**src/core/fault_classifier_pkg.sv**
```systemverilog
// constants for the memory-access fault classifier: register map, status bit
// positions, configuration bits and exception kinds.
// assumes 32-bit words whose documented bit 0 is the most significant bit.
package fault_classifier_pkg;

  // ----------------------------------------------------------------
  // register map (byte addresses, one aligned word each)
  // ----------------------------------------------------------------
  localparam logic [5:0] reg_event_status = 6'h00;
  localparam logic [5:0] reg_event_mask = 6'h04;
  localparam logic [5:0] reg_hw_config = 6'h08;
  localparam logic [5:0] reg_control = 6'h0c;
  localparam logic [5:0] reg_saved_status = 6'h10;
  localparam logic [5:0] reg_data_fault = 6'h14;
  localparam logic [5:0] reg_fault_addr = 6'h18;
  localparam logic [5:0] reg_fault_kind = 6'h1c;

  localparam logic [31:0] word_zero = 32'h0000_0000;

  // ----------------------------------------------------------------
  // documented bit n of a word sits at index 31 - n
  // ----------------------------------------------------------------
  localparam int ssw_page_fault_bit = 31 - 1;
  localparam int ssw_exec_bit = 31 - 3;
  localparam int ssw_protect_bit = 31 - 4;
  localparam int dfs_ds_error_bit = 31 - 0;
  localparam int dfs_page_fault_bit = 31 - 1;
  localparam int dfs_protect_bit = 31 - 4;
  localparam int dfs_reserve_bit = 31 - 5;
  localparam int dfs_ext_ctrl_bit = 31 - 11;
  localparam int cfg_lock_a_bit = 31 - 18;
  localparam int cfg_lock_b_bit = 31 - 19;

  // control register: external control enable in bit index 0
  localparam int ctl_ext_enable_bit = 0;

  // ----------------------------------------------------------------
  // event status and mask layout
  // ----------------------------------------------------------------
  localparam int ev_width = 3;
  localparam int ev_inst_fault = 0;
  localparam int ev_data_fault = 1;
  localparam int ev_align_fault = 2;
  localparam logic [ev_width-1:0] ev_none = 3'h0;

  // reset values
  localparam logic [31:0] hw_config_reset = 32'h0000_0000;
  localparam logic control_ext_reset = 1'b0;

  // ----------------------------------------------------------------
  // exception chosen for one access
  // ----------------------------------------------------------------
  typedef enum logic [1:0] {
    kind_none = 2'h0,
    kind_inst = 2'h1,
    kind_data = 2'h2,
    kind_align = 2'h3
  } fault_kind_t;

  // bus slave states
  typedef enum logic [1:0] {
    bus_idle = 2'h1,
    bus_answer = 2'h2
  } bus_state_t;

endpackage

```
**src/core/mmu_fault_classifier.sv**
```systemverilog
// memory-access fault classifier: turns translation, protection and access
// attributes of one fetch or data access into one exception with status bits.
// assumes the core presents at most one access per cycle as a one-cycle pulse
// with all attributes valid in that cycle; registers over avalon-mm.
//
// Operation
// [RQ1] fetch without page or block match: inst fault
// [RQ2] data without page or block match: data fault
// [RQ3] block protection violation: fault, status bit 4
// [RQ4] page protection violation: fault, status bit 4
// [RQ5] fetch from no-execute segment: inst fault bit3
// [RQ6] fetch from direct-store segment: inst fault bit3
// [RQ7] guarded fetch, translation on: inst fault bit3
// [RQ8] data translation off: only alignment faults
// [RQ9] zero-block to write-through/inhibited: alignment fault
// [RQ10] zero-block with cache locked: alignment fault
// [RQ11] reservation op to write-through: data fault bit5
// [RQ12] reservation/external op to direct-store: bit5
// [RQ13] float access to direct-store: alignment fault
// [RQ14] direct-store bus error: data fault bit0
// [RQ15] external op while disabled: data fault bit11
// [RQ16] multiple/string in little-endian: alignment fault
// [RQ17] misaligned operand, translation on: alignment fault
// [RQ18] save failing instruction address per fault
// [RQ19] one exception per access, only its bits
//
// Decided for this implementation: the register addresses and register access over Avalon-MM.
`timescale 1ns/1ns

module mmu_fault_classifier (
  // clock and reset
  input wire logic mclk,
  input wire logic reset_n,
  // access request from fetch and load/store
  input wire logic access_valid,
  input wire logic access_is_fetch,
  input wire logic [31:0] access_inst_addr,
  // machine state
  input wire logic instruction_translation_enable,
  input wire logic data_translation_enable,
  input wire logic little_endian_mode,
  // translation outcome
  input wire logic block_hit,
  input wire logic page_found,
  input wire logic block_protect_violation,
  input wire logic page_protect_violation,
  input wire logic no_execute_bit,
  input wire logic direct_store_select,
  input wire logic block_guarded_bit,
  input wire logic page_guarded_bit,
  input wire logic write_through,
  input wire logic cache_inhibited,
  // access class
  input wire logic op_cache_zero,
  input wire logic op_reservation,
  input wire logic op_ext_control,
  input wire logic op_float,
  input wire logic op_multi_string,
  input wire logic operand_misaligned,
  input wire logic direct_store_error,
  // fault report to the exception logic
  output logic fault_valid,
  output logic instruction_storage_fault,
  output logic data_storage_fault,
  output logic alignment_fault,
  output logic [31:0] saved_status_word,
  output logic [31:0] data_fault_status,
  output logic [31:0] fault_inst_addr,
  // avalon-mm slave
  input wire logic [5:0] avs_address,
  input wire logic avs_read,
  input wire logic avs_write,
  input wire logic [31:0] avs_writedata,
  input wire logic [3:0] avs_byteenable,
  output logic [31:0] avs_readdata,
  output logic avs_waitrequest,
  // interrupt
  output logic irq
);

  // ----------------------------------------------------------------
  // software state
  // ----------------------------------------------------------------
  logic [31:0] hw_config_q;
  logic ext_enable_q;
  logic [fault_classifier_pkg::ev_width-1:0] ev_status_q;
  logic [fault_classifier_pkg::ev_width-1:0] ev_status_d;
  logic [fault_classifier_pkg::ev_width-1:0] ev_mask_q;

  wire cache_locked = hw_config_q[fault_classifier_pkg::cfg_lock_a_bit]
                    & hw_config_q[fault_classifier_pkg::cfg_lock_b_bit];

  // ----------------------------------------------------------------
  // instruction fetch classification
  // ----------------------------------------------------------------
  // real mode fetches never fault here; block entries override segments
  wire i_xlate = access_is_fetch & instruction_translation_enable;
  wire i_seg = i_xlate & ~block_hit;
  wire i_miss = i_seg & ~direct_store_select & ~page_found; // [RQ1]
  wire i_block_prot = i_xlate & block_hit & block_protect_violation; // [RQ3]
  wire i_page_prot = i_seg & ~direct_store_select & page_found
                   & page_protect_violation; // [RQ4]
  wire i_noexec = i_seg & no_execute_bit; // [RQ5]
  wire i_dstore = i_seg & direct_store_select; // [RQ6]
  wire i_guard = (i_xlate & block_hit & block_guarded_bit)
               | (i_seg & ~direct_store_select & page_found
                  & page_guarded_bit); // [RQ7]
  wire i_exec = i_noexec | i_dstore | i_guard;
  wire i_prot = i_block_prot | i_page_prot;
  wire i_any = i_miss | i_exec | i_prot;

  // ----------------------------------------------------------------
  // data access classification
  // ----------------------------------------------------------------
  wire d_acc = ~access_is_fetch;
  // every check except alignment needs data translation on
  wire d_xlate = d_acc & data_translation_enable; // [RQ8]
  wire d_seg = d_xlate & ~block_hit;
  wire d_ds = d_seg & direct_store_select;
  wire d_wt = d_xlate & write_through;

  // alignment causes; zero-block attribute and float checks need translation
  wire a_zero_attr = d_xlate & op_cache_zero
                   & (write_through | cache_inhibited); // [RQ9]
  wire a_zero_lock = d_acc & op_cache_zero & cache_locked; // [RQ10]
  wire a_float_ds = d_ds & op_float; // [RQ13]
  wire a_le_multi = d_acc & op_multi_string & little_endian_mode; // [RQ16]
  wire a_misalign = d_xlate & operand_misaligned; // [RQ17]
  wire a_any = a_zero_attr | a_zero_lock | a_float_ds | a_le_multi | a_misalign;

  // data-storage causes
  wire d_miss = d_seg & ~direct_store_select & ~page_found; // [RQ2]
  wire d_block_prot = d_xlate & block_hit & block_protect_violation; // [RQ3]
  wire d_page_prot = d_seg & ~direct_store_select & page_found
                   & page_protect_violation; // [RQ4]
  wire d_resv_wt = d_wt & op_reservation; // [RQ11]
  wire d_resv_ds = d_ds & (op_reservation | op_ext_control); // [RQ12]
  wire d_ds_err = d_ds & direct_store_error; // [RQ14]
  wire d_ext_off = d_xlate & op_ext_control & ~ext_enable_q; // [RQ15]
  wire d_any = d_miss | d_block_prot | d_page_prot | d_resv_wt | d_resv_ds
             | d_ds_err | d_ext_off;

  // ----------------------------------------------------------------
  // single exception selection
  // ----------------------------------------------------------------
  // alignment outranks data storage: the access never reaches translation
  wire sel_inst = access_valid & i_any; // [RQ19]
  wire sel_align = access_valid & a_any; // [RQ19]
  wire sel_data = access_valid & d_any & ~a_any; // [RQ19]
  wire sel_any = sel_inst | sel_align | sel_data;

  logic [31:0] ssw_bits;
  logic [31:0] dfs_bits;

  always_comb begin
    ssw_bits = fault_classifier_pkg::word_zero;
    dfs_bits = fault_classifier_pkg::word_zero;
    if (sel_inst) begin
      ssw_bits[fault_classifier_pkg::ssw_page_fault_bit] = i_miss; // [RQ1]
      ssw_bits[fault_classifier_pkg::ssw_protect_bit] = i_prot; // [RQ3] [RQ4]
      ssw_bits[fault_classifier_pkg::ssw_exec_bit] = i_exec; // [RQ5] [RQ6] [RQ7]
    end
    if (sel_data) begin
      dfs_bits[fault_classifier_pkg::dfs_page_fault_bit] = d_miss; // [RQ2]
      dfs_bits[fault_classifier_pkg::dfs_protect_bit] =
        d_block_prot | d_page_prot; // [RQ3] [RQ4]
      dfs_bits[fault_classifier_pkg::dfs_reserve_bit] =
        d_resv_wt | d_resv_ds; // [RQ11] [RQ12]
      dfs_bits[fault_classifier_pkg::dfs_ds_error_bit] = d_ds_err; // [RQ14]
      dfs_bits[fault_classifier_pkg::dfs_ext_ctrl_bit] = d_ext_off; // [RQ15]
    end
  end

  // plain vector: a conditional of enum constants is not an enum to strict tools
  wire [1:0] kind_d =
    sel_inst ? fault_classifier_pkg::kind_inst :
    sel_align ? fault_classifier_pkg::kind_align :
    sel_data ? fault_classifier_pkg::kind_data : fault_classifier_pkg::kind_none;

  // ----------------------------------------------------------------
  // fault report
  // ----------------------------------------------------------------
  logic [1:0] last_kind_q;

  always_ff @(posedge mclk or negedge reset_n) begin
    if (!reset_n) begin
      fault_valid <= 1'b0;
      instruction_storage_fault <= 1'b0;
      data_storage_fault <= 1'b0;
      alignment_fault <= 1'b0;
    end else begin
      fault_valid <= sel_any;
      instruction_storage_fault <= sel_inst;
      data_storage_fault <= sel_data;
      alignment_fault <= sel_align;
    end
  end

  // status words and address hold until the next fault
  always_ff @(posedge mclk or negedge reset_n) begin
    if (!reset_n) begin
      saved_status_word <= fault_classifier_pkg::word_zero;
      data_fault_status <= fault_classifier_pkg::word_zero;
      fault_inst_addr <= fault_classifier_pkg::word_zero;
      last_kind_q <= fault_classifier_pkg::kind_none;
    end else if (sel_any) begin
      saved_status_word <= ssw_bits;
      data_fault_status <= dfs_bits;
      fault_inst_addr <= access_inst_addr; // [RQ18]
      last_kind_q <= kind_d;
    end
  end

  // ----------------------------------------------------------------
  // avalon-mm slave: one wait cycle, then answer
  // ----------------------------------------------------------------
  fault_classifier_pkg::bus_state_t bus_q;
  fault_classifier_pkg::bus_state_t bus_d;

  wire bus_req = avs_read | avs_write;
  wire wr_commit = avs_write & (bus_q == fault_classifier_pkg::bus_answer);
  wire [3:0] lanes = avs_byteenable;
  wire [31:0] lane_mask = {{8{lanes[3]}}, {8{lanes[2]}}, {8{lanes[1]}}, {8{lanes[0]}}};

  always_comb begin
    case (bus_q)
      fault_classifier_pkg::bus_idle: begin
        bus_d = bus_req ? fault_classifier_pkg::bus_answer : fault_classifier_pkg::bus_idle;
      end
      fault_classifier_pkg::bus_answer: begin
        bus_d = fault_classifier_pkg::bus_idle;
      end
      default: begin
        bus_d = fault_classifier_pkg::bus_idle;
      end
    endcase
  end

  wire hit_status = avs_address == fault_classifier_pkg::reg_event_status;
  wire hit_mask = avs_address == fault_classifier_pkg::reg_event_mask;
  wire hit_config = avs_address == fault_classifier_pkg::reg_hw_config;
  wire hit_control = avs_address == fault_classifier_pkg::reg_control;
  wire hit_ssw = avs_address == fault_classifier_pkg::reg_saved_status;
  wire hit_dfs = avs_address == fault_classifier_pkg::reg_data_fault;
  wire hit_addr = avs_address == fault_classifier_pkg::reg_fault_addr;
  wire hit_kind = avs_address == fault_classifier_pkg::reg_fault_kind;

  wire [31:0] rd_word =
    hit_status ? {29'h0, ev_status_q} :
    hit_mask ? {29'h0, ev_mask_q} :
    hit_config ? hw_config_q :
    hit_control ? {31'h0, ext_enable_q} :
    hit_ssw ? saved_status_word :
    hit_dfs ? data_fault_status :
    hit_addr ? fault_inst_addr :
    hit_kind ? {30'h0, last_kind_q} : fault_classifier_pkg::word_zero;

  always_ff @(posedge mclk or negedge reset_n) begin
    if (!reset_n) begin
      bus_q <= fault_classifier_pkg::bus_idle;
      avs_waitrequest <= 1'b1;
      avs_readdata <= fault_classifier_pkg::word_zero;
    end else begin
      bus_q <= bus_d;
      avs_waitrequest <= (bus_d != fault_classifier_pkg::bus_answer);
      if (avs_read && bus_q == fault_classifier_pkg::bus_idle) begin
        avs_readdata <= rd_word;
      end
    end
  end

  // ----------------------------------------------------------------
  // writable registers
  // ----------------------------------------------------------------
  // partial writes merge by lane; single-bit fields follow lane 0
  always_ff @(posedge mclk or negedge reset_n) begin
    if (!reset_n) begin
      hw_config_q <= fault_classifier_pkg::hw_config_reset;
      ext_enable_q <= fault_classifier_pkg::control_ext_reset;
      ev_mask_q <= fault_classifier_pkg::ev_none;
    end else if (wr_commit) begin
      if (hit_config) begin
        hw_config_q <= (hw_config_q & ~lane_mask) | (avs_writedata & lane_mask);
      end
      if (hit_control && lanes[0]) begin
        ext_enable_q <= avs_writedata[fault_classifier_pkg::ctl_ext_enable_bit];
      end
      if (hit_mask && lanes[0]) begin
        ev_mask_q <= avs_writedata[fault_classifier_pkg::ev_width-1:0];
      end
    end
  end

  // ----------------------------------------------------------------
  // sticky events and interrupt
  // ----------------------------------------------------------------
  // a new fault in the clearing cycle survives: set is applied after clear
  wire [fault_classifier_pkg::ev_width-1:0] ev_set = {sel_align, sel_data, sel_inst};
  wire [fault_classifier_pkg::ev_width-1:0] ev_clr =
    (wr_commit && hit_status && lanes[0]) ?
    avs_writedata[fault_classifier_pkg::ev_width-1:0] : fault_classifier_pkg::ev_none;

  always_comb begin
    ev_status_d = (ev_status_q & ~ev_clr) | ev_set;
  end

  always_ff @(posedge mclk or negedge reset_n) begin
    if (!reset_n) begin
      ev_status_q <= fault_classifier_pkg::ev_none;
      irq <= 1'b0;
    end else begin
      ev_status_q <= ev_status_d;
      irq <= |(ev_status_d & ev_mask_q);
    end
  end

endmodule

```
**config.mk**
```make
export PLATFORM = sky130hd
export DESIGN_NAME = mmu_fault_classifier
export DESIGN_NICKNAME = d
export VERILOG_FILES = /design/src/core/fault_classifier_pkg.sv /design/src/core/mmu_fault_classifier.sv
export SDC_FILE = /design/constraint.sdc
export NUM_CORES = 1
export LEC_CHECK = 0
export ABC_AREA = 1
export BUFFER_PORTS_ARGS = -buffer_cell sky130_fd_sc_hd__buf_2
export CORE_AREA = 2 2 111 113
export CTS_CLUSTER_SIZE = 8
export DETAILED_ROUTE_END_ITERATION = 8
export DIE_AREA = 0 0 113 115
export PLACE_DENSITY = 0.8
export SKIP_CTS_REPAIR_TIMING = 1
export SYNTH_ARGS = -nofsm -noshare
export SYNTH_HDL_FRONTEND = slang
export SYNTH_SLANG_ARGS = --single-unit
```
**constraint.sdc**
```tcl
create_clock -name mclk -period 2.15 [get_ports mclk]
set_input_delay 0.645 -clock mclk [delete_from_list [all_inputs] [get_ports mclk]]
set_output_delay 0.645 -clock mclk [all_outputs]
set_load 0.1 [all_outputs]
```
* Word level (Yosys, flattened, before mapping)
Index checks and enable logic that the tools add are counted.
Storage, ports and cells: bits in registers 121, input bits 100, output and inout port bits 134, logic and storage cells 133
Operators by class: equal/unequal tests 10, muxes and demuxes 19, bitwise logic cells 78, reductions and logical operators 10
Operators by type and width (number):
- 32-bit 2-to-1 mux | 7
- 32-bit AND | 2
- 1-bit AND | 41
- 32-bit NOT | 1
- 32-bit OR | 1
- 6-bit by 5-bit == test with 1-bit output, second input constant | 4
- 1-bit OR | 23
- 2-bit 2-to-1 mux | 9
- 6-bit by 4-bit == test with 1-bit output, second input constant | 2
- 3-bit AND | 2
- 6-bit by 3-bit == test with 1-bit output, second input constant | 1
- 6-bit zero test | 1
- 1-bit NOT | 6
- 2-bit AND reduction | 3
- 1-bit logical AND | 5
- 3-bit 2-to-1 mux | 1
- 3-bit NOT | 1
- 3-bit OR | 1
- 3-bit OR reduction | 1
- 2-bit by 1-bit == test with 1-bit output, second input constant | 1
- 2-bit == test, second input constant | 1
- 1-bit 2-to-1 mux | 2
- 2-bit inequality test, second input constant | 1

* Longest topological paths before layout
Gate-level depths: netlist of the first run.
depth after elaboration 16, gate-level depth with buffers 12, depth with buffers taken out 11

* Worst setup path before layout of the first run
OpenSTA, ideal clock, no wires.
path kind register to register, start reg bus_q[0], end reg avs_readdata[17], setup time 0.135 ns, data arrival time 1.888 ns, required time 2.015 ns, setup slack 0.127 ns, stages on the path, launching flop included 8, path buffers 1, period minus slack after synthesis 2.023 ns, path through dfstp_2 -> inv_1 -> or2_1 -> nor2_2 -> inv_2 -> clkbuf_1 -> nand2_1 -> o21ai_0
Between the ends: word-level cells in the longest chain between the ends 2
RTL lines:
- from (decl) | RTL line mmu_fault_classifier.sv:217 | fault_classifier_pkg::bus_state_t bus_q;
- from (signal assigned) | RTL line mmu_fault_classifier.sv:260 | bus_q <= fault_classifier_pkg::bus_idle;
- from (signal assigned) | RTL line mmu_fault_classifier.sv:264 | bus_q <= bus_d;
- 2-bit by 1-bit == test with 1-bit output | RTL line mmu_fault_classifier.sv:266 | if (avs_read && bus_q == fault_classifier_pkg::bus_idle) begin
- 1-bit logical AND | RTL line mmu_fault_classifier.sv:266
- to (signal assigned) | RTL line mmu_fault_classifier.sv:262 | avs_readdata <= fault_classifier_pkg::word_zero;
- to (signal assigned) | RTL line mmu_fault_classifier.sv:267 | avs_readdata <= rd_word;
- to (decl) | RTL line mmu_fault_classifier.sv:75 | output logic [31:0] avs_readdata,
Every way passes these cells. A chain may end at the register's enable or synchronous reset.

==> out/metrics.yaml, run 1 <==
met1_usage_pct: 28.9
grt_pass1_wl_um: 23500
gp_congestion: 0.889
critPathArrivalTime_ns: 1.34
cp_slowest_cell: "dfstp_2"
antenna_left: 0
whs_ns: 0.164
vias: 4893
cts_root_buffer: "clkbuf_16"
num-nets-final: 901
rr_worst_depth: 10
rows: 40
synth_cell_types: 32
crit_start: "bus_q[0]"
drive_above_1_share_pct: 33.4
final_common_cell: "buf_2"
slew_violations: 0
dpl.hpwl_um: 10500
worstPathRequired_ns: 1.50
wl_per_cell_um: 15.4
status: "complete, but fails checks"
die_h_um: 115
r2r_slack_ns: 0.34
layout_min_cycle_time_ns: 1.99
path_buf_inv: 1
route.detailed.drc: 20
synthCells: 616
use_met3_pct: 5.06
grt_overflow: 0
multi_input_area_mm2: 0.00224
first_pass_iters: 7
dr.first_iter.drc_count: 370
synth.avg_cell_area_um2: 9.24
synth_seq_cells: 120
clk_pin_slew_worst_paths_ns: 0.06
peakVddDrop_v: 0.000598
cp_max_fo: 2
start_util_pct: 48.2
grt_pass1_vias: 4796
areaGrowthSynthToFinish_pct: 26.5
violations: "DRC"
cts_buffer_depth: 2
die_x_um: 113
routed_wl_um: 14900
numCtsBuffers: 17
mostFrequentLayoutCells: "176 x buf_2, 175 x nand2_1, 119 x dfrtp_1, 65 x nand3_1, 56 x conb_1"
r2r_end: "fault_inst_addr[20]"
insertion_delay_ns: 0.41
maxCapViolations: 0
crit_family: "flip-flops"
clock_skew_ns: 0.00950
io_buffer_count: 177
min_path_type: "input port to asynchronous set/reset pin"
grt_setup_unrepaired: "false"
hold_viol: 0
antenna_found_initial: 2
yosysSeqAreaShare_pct: 52.8
tritoncts: "yes"
p_per_area_mw_per_mm2: 1150
clock.fmax_mhz: 504
gr-usage-all-layers_pct: 23.1
synth_warnings: 0
slowest_delay_ns: 0.52
fin_crit_sh_pct: 92.4
slew_headroom_pct: 40.1
synth_area_mm2: 0.00569
finalSetupViolCount: 0
end_kind: "primary output"
pin_count: 234
die_area_mm2: 0.0130
tightest_slew_ns: 0.897
path_cells: "buf_2"
viasPerCell: 5.08
seqCellArea_mm2: 0.00300
grt_max_degree: 61
grt_use_met2_pct: 38.8
top_usage_layer: "met2"
power_w: 0.00831
leakage_nw: 3.97
clkSinkCount: 120
worstSetupStartpointType: "register"
core_area_mm2: 0.0118
nFillCells: 1024
criticalPathCategory: "register to primary output"
ctsHtreeMaxLevel: 4
## logic make-up after synthesis
| kind of cell | after synthesis | share of synthesized area (%) |
|---|---|---|
| AND/OR/NAND/NOR | 283 | 22.0 |
| flip-flops | 120 | 52.8 |
| buffers and inverters | 111 | 11.6 |
| AO/OA/AOI/OAI | 70 | 7.49 |
| multiplexers | 31 | 6.11 |
| other | 1 | 0.0659 |
## metal layers
layer	up-vias	wire [um]
met1	2313	5910
met4	0	375
met3	27	1150
met5	-	0
met2	240	7430
li1	2313	-
## area by class of cell
class | count | area share [%]
repair buffers | 190 | 14.7
diodes | 3 | 0.104
multi-input cells | 440 | 31.1
clock buffers | 18 | 6.10
clock inverters | 14 | 2.07
well taps | 147 | 2.55
inverters | 32 | 1.67
flip-flops and latches | 120 | 41.7
## synth_stat cells, drive strengths merged
cell	n	area share, %
o211ai	1	0.13
buf	73	9.1
nor3	2	0.26
nand3	67	6.3
o2111ai	2	0.31
inv	32	2.1
dfstp	1	0.46
a2bb2oi	1	0.15
nand4	9	0.99
mux2i	1	0.18
or2	2	0.22
mux2	30	5.9
o21ai	33	2.9
nor2	24	2.1
clkbuf	6	0.40
dfrtp	119	52
conb	1	0.066
nand2	179	12
a21oi	8	0.70
a22oi	25	3.3
## through the flow
| stage | setup slack, ns | util [%] | std cells | area [um2] | TNS (ns) |
|---|---|---|---|---|---|
| 2_1_floorplan | 0.127 | - | 671 | 5900 | 0 |
| 3_3_place_gp | -0.00412 | 56.0 | 929 | 6610 | -0.0119 |
| 3_5_place_dp | -0.0534 | 56.0 | 929 | 6610 | -0.308 |
| 4_1_cts | 0.148 | 60.9 | 961 | 7200 | 0 |
| 5_1_grt | 0.133 | 61.0 | 964 | 7200 | 0 |
| 6_report | 0.164 | 61.0 | 964 | 7200 | 0 |
## power breakdown
part	switching, W	internal (W)	leakage, nW
clock network	0.00105	0.00174	0.267
logic	0.00245	0.000393	2.13
registers	0.000183	0.00250	1.57
total	0.00368	0.00463	3.97
## worst register-to-register path, stage by stage (launching register included)
cell and delay, ns:
dfrtp_1 0.40, nand3_1 0.16, nand2_1 0.08, nand2_1 0.07, nand3_1 0.10, nand2_1 0.15, inv_2 0.09, nor2_8 0.14
nand2_4 0.25, nand2_1 0.18, nand2_1 0.07
## worst max path at each step
stage,cells after the start,slack [ns],end
CTS,1,0.15,avs_waitrequest
global placement,6,-0.004,register
detailed placement,6,-0.05,register
floorplan,7,0.13,avs_readdata[17]
finish,1,0.16,avs_waitrequest
global route,1,0.13,avs_waitrequest
Power figures use the tool's default switching activity.
==> run 2, diff against run 1 <==
- CORE_AREA: 2 2 111 113 -> 2 2 80 158
- DIE_AREA: 0 0 113 115 -> 0 0 82 160
- PLACE_DENSITY: 0.8 -> 0.79
- RECOVER_POWER: unset -> 25
==> out/metrics.yaml, run 2 (same netlist as run 1, synthesis figures left out) <==
status: "complete, no violations"
antenna_found_initial: 0  # -2
die_h_um: 160  # +39%
worstPathRequired_ns: 1.50  # about the same
final_area_mm2: 0.00728  # +1.1%
final_common_cell: "buf_2"
ctsHtreeMaxLevel: 4  # unchanged
cp_max_fo: 2  # unchanged
finalSetupViolCount: 0  # unchanged
clock_skew_ns: 0.0101  # +0.000582 ns
slew_violations: 0  # unchanged
worstSetupStartpointType: "register"
path_buf_inv: 1  # unchanged
clk_pin_slew_worst_paths_ns: 0.05  # about the same
rows: 57  # +43%
maxCapViolations: 0  # unchanged
cts_root_buffer: "clkbuf_16"
gr-usage-all-layers_pct: 23.1  # about the same
die_x_um: 82  # -27%
seqCellArea_mm2: 0.00300  # unchanged
areaGrowthSynthToFinish_pct: 27.9
whs_ns: 0.0529  # -0.111 ns
core_area_mm2: 0.0120  # +1.4%
dpl.hpwl_um: 10800  # +2.6%
nFillCells: 1038  # +1.4%
criticalPathCategory: "register to primary output"
antenna_left: 0  # unchanged
mostFrequentLayoutCells: "176 x buf_2, 175 x nand2_1, 119 x dfrtp_1, 65 x nand3_1, 56 x conb_1"
leakage_nw: 4.04  # +1.8%
route.detailed.drc: 0  # -100%
die_area_mm2: 0.0131  # +0.96%
start_util_pct: 47.5  # -0.68 points
cts_buffer_depth: 2  # unchanged
final_util_pct: 60.8  # -0.20 points
vias: 4883  # -0.20%
drive_above_1_share_pct: 33.5  # +0.040 points
io_buffer_count: 177  # unchanged
gp_congestion: 0.870  # -2.2%
end_kind: "primary output"
p_per_area_mw_per_mm2: 1190  # +2.8%
grt_setup_unrepaired: "false"
tns_ns: 0  # unchanged
multi_input_area_mm2: 0.00224  # unchanged
wl_per_cell_um: 15.1  # -2.2%
min_path_type: "input port to asynchronous set/reset pin"
fin_ws_ns: 0.163  # -0.00113 ns
slew_headroom_pct: 1.98  # -38 points
tritoncts: "yes"
critPathArrivalTime_ns: 1.34  # about the same
pre_cts_slack_ns: -0.0282  # +0.0253 ns
first_pass_iters: 5  # -2
layout_min_cycle_time_ns: 1.99  # +0.00113 ns
routed_wl_um: 14600  # -1.7%
insertion_delay_ns: 0.40  # about the same
grt_pass1_vias: 4683  # -2.4%
cp_slowest_cell: "dfstp_2"
peakVddDrop_v: 0.000973  # +63%
hold_viol: 0  # unchanged
grt_max_degree: 63  # +3.3%
numCtsBuffers: 17  # unchanged
viasPerCell: 5.04  # -0.72%
clock.fmax_mhz: 503  # about the same
crit_family: "flip-flops"
dpl_cell_area_mm2: 0.00667  # +0.91%
num-nets-final: 909  # +0.89%
grt_overflow: 0  # unchanged
grt_pass1_wl_um: 23100  # -2.1%
dr.first_iter.drc_count: 312  # -16%
antenna_cells_inserted: 0  # -3
path_cells: "buf_2"
clkSinkCount: 120  # unchanged
slowest_delay_ns: 0.52  # about the same
fin_crit_sh_pct: 92.4  # about the same
pin_count: 234  # unchanged
tightest_slew_ns: 1.47  # +0.573 ns
-- run 2: power breakdown --
group | internal [W] | switching (W) | total, W
Combinational | 0.000417 | 0.00245 | 0.00286
Sequential | 0.00250 | 0.000194 | 0.00270
Clock | 0.00215 | 0.000937 | 0.00308
-- run 2: metrics by stage --
stage          power (W)  cells
3_3_place_gp     0.00557    937
4_1_cts          0.00870    969
3_5_place_dp     0.00560    937
2_1_floorplan    0.00508    671
6_report         0.00864    969
5_1_grt          0.00895    969
-- run 2: path summary, 6_finish.rpt --
| path | from | slack [ns] | cells after the start | endpoint |
|---|---|---|---|---|
| setup / recovery | bus_q[0] | 0.16 | 1 | avs_waitrequest |
| hold / removal | reset_n | 0.05 | 1 | fault_inst_addr[2] |
| setup reg to reg | bus_q[0] | 0.44 | 5 | register |
| hold reg to reg | avs_readdata[16] | 0.48 | 2 | avs_readdata[16] |
| max in group asynchronous | reset_n | 0.43 | 2 | avs_readdata[19] |
| min in group mclk | access_inst_addr[30] | 0.44 | 3 | fault_inst_addr[30] |
-- run 2: final cells by class --
type / count / area share (%)
Clock buffer: 24 / 6.61
Clock inverter: 8 / 2.30
Inverter: 32 / 1.65
Multi-Input combinational cell: 440 / 30.7
Sequential cell: 120 / 41.2
Tap cell: 147 / 2.52
Timing Repair Buffer: 198 / 14.9
-- run 2: layer usage --
| layer | track usage (%) | part of all wire [%] | vias up |
|---|---|---|---|
| li1 | - | - | 2319 |
| met1 | 28.4 | 39 | 2318 |
| met2 | 38.5 | 51 | 237 |
| met3 | 7.29 | 9.3 | 9 |
| met4 | 6.29 | 0.87 | 0 |
| met5 | 0 | 0 | - |
==> run 3, diff against run 2 <==
- clock period: 2.15 -> 2.1 ns (I/O delays scaled with it)
==> out/metrics.yaml, run 3 (same netlist as run 1, synthesis figures left out) <==
status: "complete, no violations"
clock.fmax_mhz: 502
worstPathRequired_ns: 1.47  # -0.03 ns
cp_slowest_cell: "dfstp_2"
final_common_cell: "buf_2"
r2r-start: "bus_q[0]"
dr.first_iter.drc_count: 392  # +26%
worst-path-stages: 1  # unchanged
vias: 5010  # +2.6%
cts_root_buffer: "clkbuf_16"
rows: 57  # unchanged
grt_pass1_vias: 4810  # +2.7%
num-nets-final: 912  # +0.33%
nFillCells: 1039  # +0.096%
leakage_nw: 4.04  # about the same
slowest_delay_ns: 0.53  # about the same
worstSetupStartpointType: "register"
layout_min_cycle_time_ns: 1.99
dpl.hpwl_um: 10900  # +1.0%
path_cells: "buf_2"
pre_cts_slack_ns: 0.00169  # +0.0299 ns
viasPerCell: 5.16  # +2.5%
grt_setup_unrepaired: "false"
hold_viol: 0  # unchanged
wl_per_cell_um: 15.6  # +3.6%
min_path_type: "input port to register"
tightest_slew_ns: 1.46  # -0.0100 ns
crit_family: "flip-flops"
use_met3_pct: 6.33  # -0.96 points
areaGrowthSynthToFinish_pct: 27.9  # unchanged
top_usage_layer: "met2"
met1_usage_pct: 30.6  # +2.2 points
clock_skew_ns: 0.00536  # -0.00472 ns
fin_ws_ns: 0.107  # -0.0556 ns
gp_congestion: 0.895  # +2.9%
first_pass_iters: 5  # unchanged
antenna_found_initial: 1  # +1
core_area_mm2: 0.0120  # unchanged
seqCellArea_mm2: 0.00300  # unchanged
criticalPathCategory: "register to primary output"
maxCapViolations: 0  # unchanged
io_buffer_count: 177  # unchanged
finalSetupViolCount: 0  # unchanged
insertion_delay_ns: 0.41  # about the same
grt_max_degree: 56  # -11%
holdCritStartpoint: "access_inst_addr[23]"
tns_ns: 0  # unchanged
final_util_pct: 60.8  # unchanged
path_buf_inv: 1  # unchanged
die_area_mm2: 0.0131  # unchanged
route.detailed.drc: 0  # unchanged
whs_path_depth: 3
fin_crit_sh_pct: 94.9
clkSinkCount: 120  # unchanged
slew_headroom_pct: 2.65  # +0.67 points
clk_pin_slew_worst_paths_ns: 0.05  # about the same
die_x_um: 82  # unchanged
numCtsBuffers: 17  # unchanged
pin_count: 234  # unchanged
die_h_um: 160  # unchanged
cts_buffer_depth: 2  # unchanged
start_util_pct: 47.5  # unchanged
grt_use_met2_pct: 38.7  # +0.18 points
rr_worst_depth: 5  # unchanged
end_kind: "primary output"
multi_input_area_mm2: 0.00224  # unchanged
slew_violations: 0  # unchanged
grt_overflow: 0  # unchanged
tritoncts: "yes"
antenna_left: 0  # unchanged
crit_start: "bus_q[0]"
peakVddDrop_v: 0.000907  # -6.8%
ctsHtreeMaxLevel: 4  # unchanged
gr-usage-all-layers_pct: 24.2  # +1.1 points
p_per_area_mw_per_mm2: 1160  # -2.2%
grt_pass1_wl_um: 24000  # +3.9%
critPathArrivalTime_ns: 1.36  # +0.02 ns
cp_max_fo: 2  # unchanged
whs_ns: 0.410  # +0.357 ns
drive_above_1_share_pct: 33.5  # unchanged
mostFrequentLayoutCells: "176 x buf_2, 175 x nand2_1, 119 x dfrtp_1, 65 x nand3_1, 56 x conb_1"
routed_wl_um: 15200  # +3.7%
==> run 3: layer usage <==
layer / share of wire (%) / routed length, um
met1: 38 / 5770
met2: 50 / 7630
met3: 9.5 / 1440
met4: 2.1 / 318
met5: 0 / 0
==> run 3: power by group <==
group | switching (W) | leakage (nW) | total (W) | internal [W]
Combinational | 0.00252 | 2.20 | 0.00298 | 0.000464
Clock | 0.000951 | 0.272 | 0.00271 | 0.00176
Sequential | 0.000198 | 1.57 | 0.00276 | 0.00256
Total | 0.00367 | 4.04 | 0.00845 | 0.00479
==> run 3: per-stage QoR <==
stage          instance area, um2  power, W  cells
2_1_floorplan                5900   0.00520    671
3_3_place_gp                 6750   0.00574    940
3_5_place_dp                 6750   0.00578    940
4_1_cts                      7300   0.00850    969
5_1_grt                      7280   0.00876    970
6_report                     7280   0.00845    970
==> run 3: final cells by class <==
class	count	area share, %
Multi-Input combinational cell	440	30.7
Sequential cell	120	41.2
Antenna cell	1	0.0344
Tap cell	147	2.52
Clock buffer	26	6.99
Inverter	32	1.65
Clock inverter	3	0.550
Timing Repair Buffer	201	16.3
==> run 3: worst paths after layout <==
path	end	slack, ns
worst max-delay path	avs_waitrequest	0.11
worst min-delay path	fault_inst_addr[23]	0.41
worst max register to register	register	0.40
worst min register to register	avs_readdata[2]	0.47
max in group asynchronous	avs_readdata[15]	0.43
min in group asynchronous	avs_readdata[4]	0.56
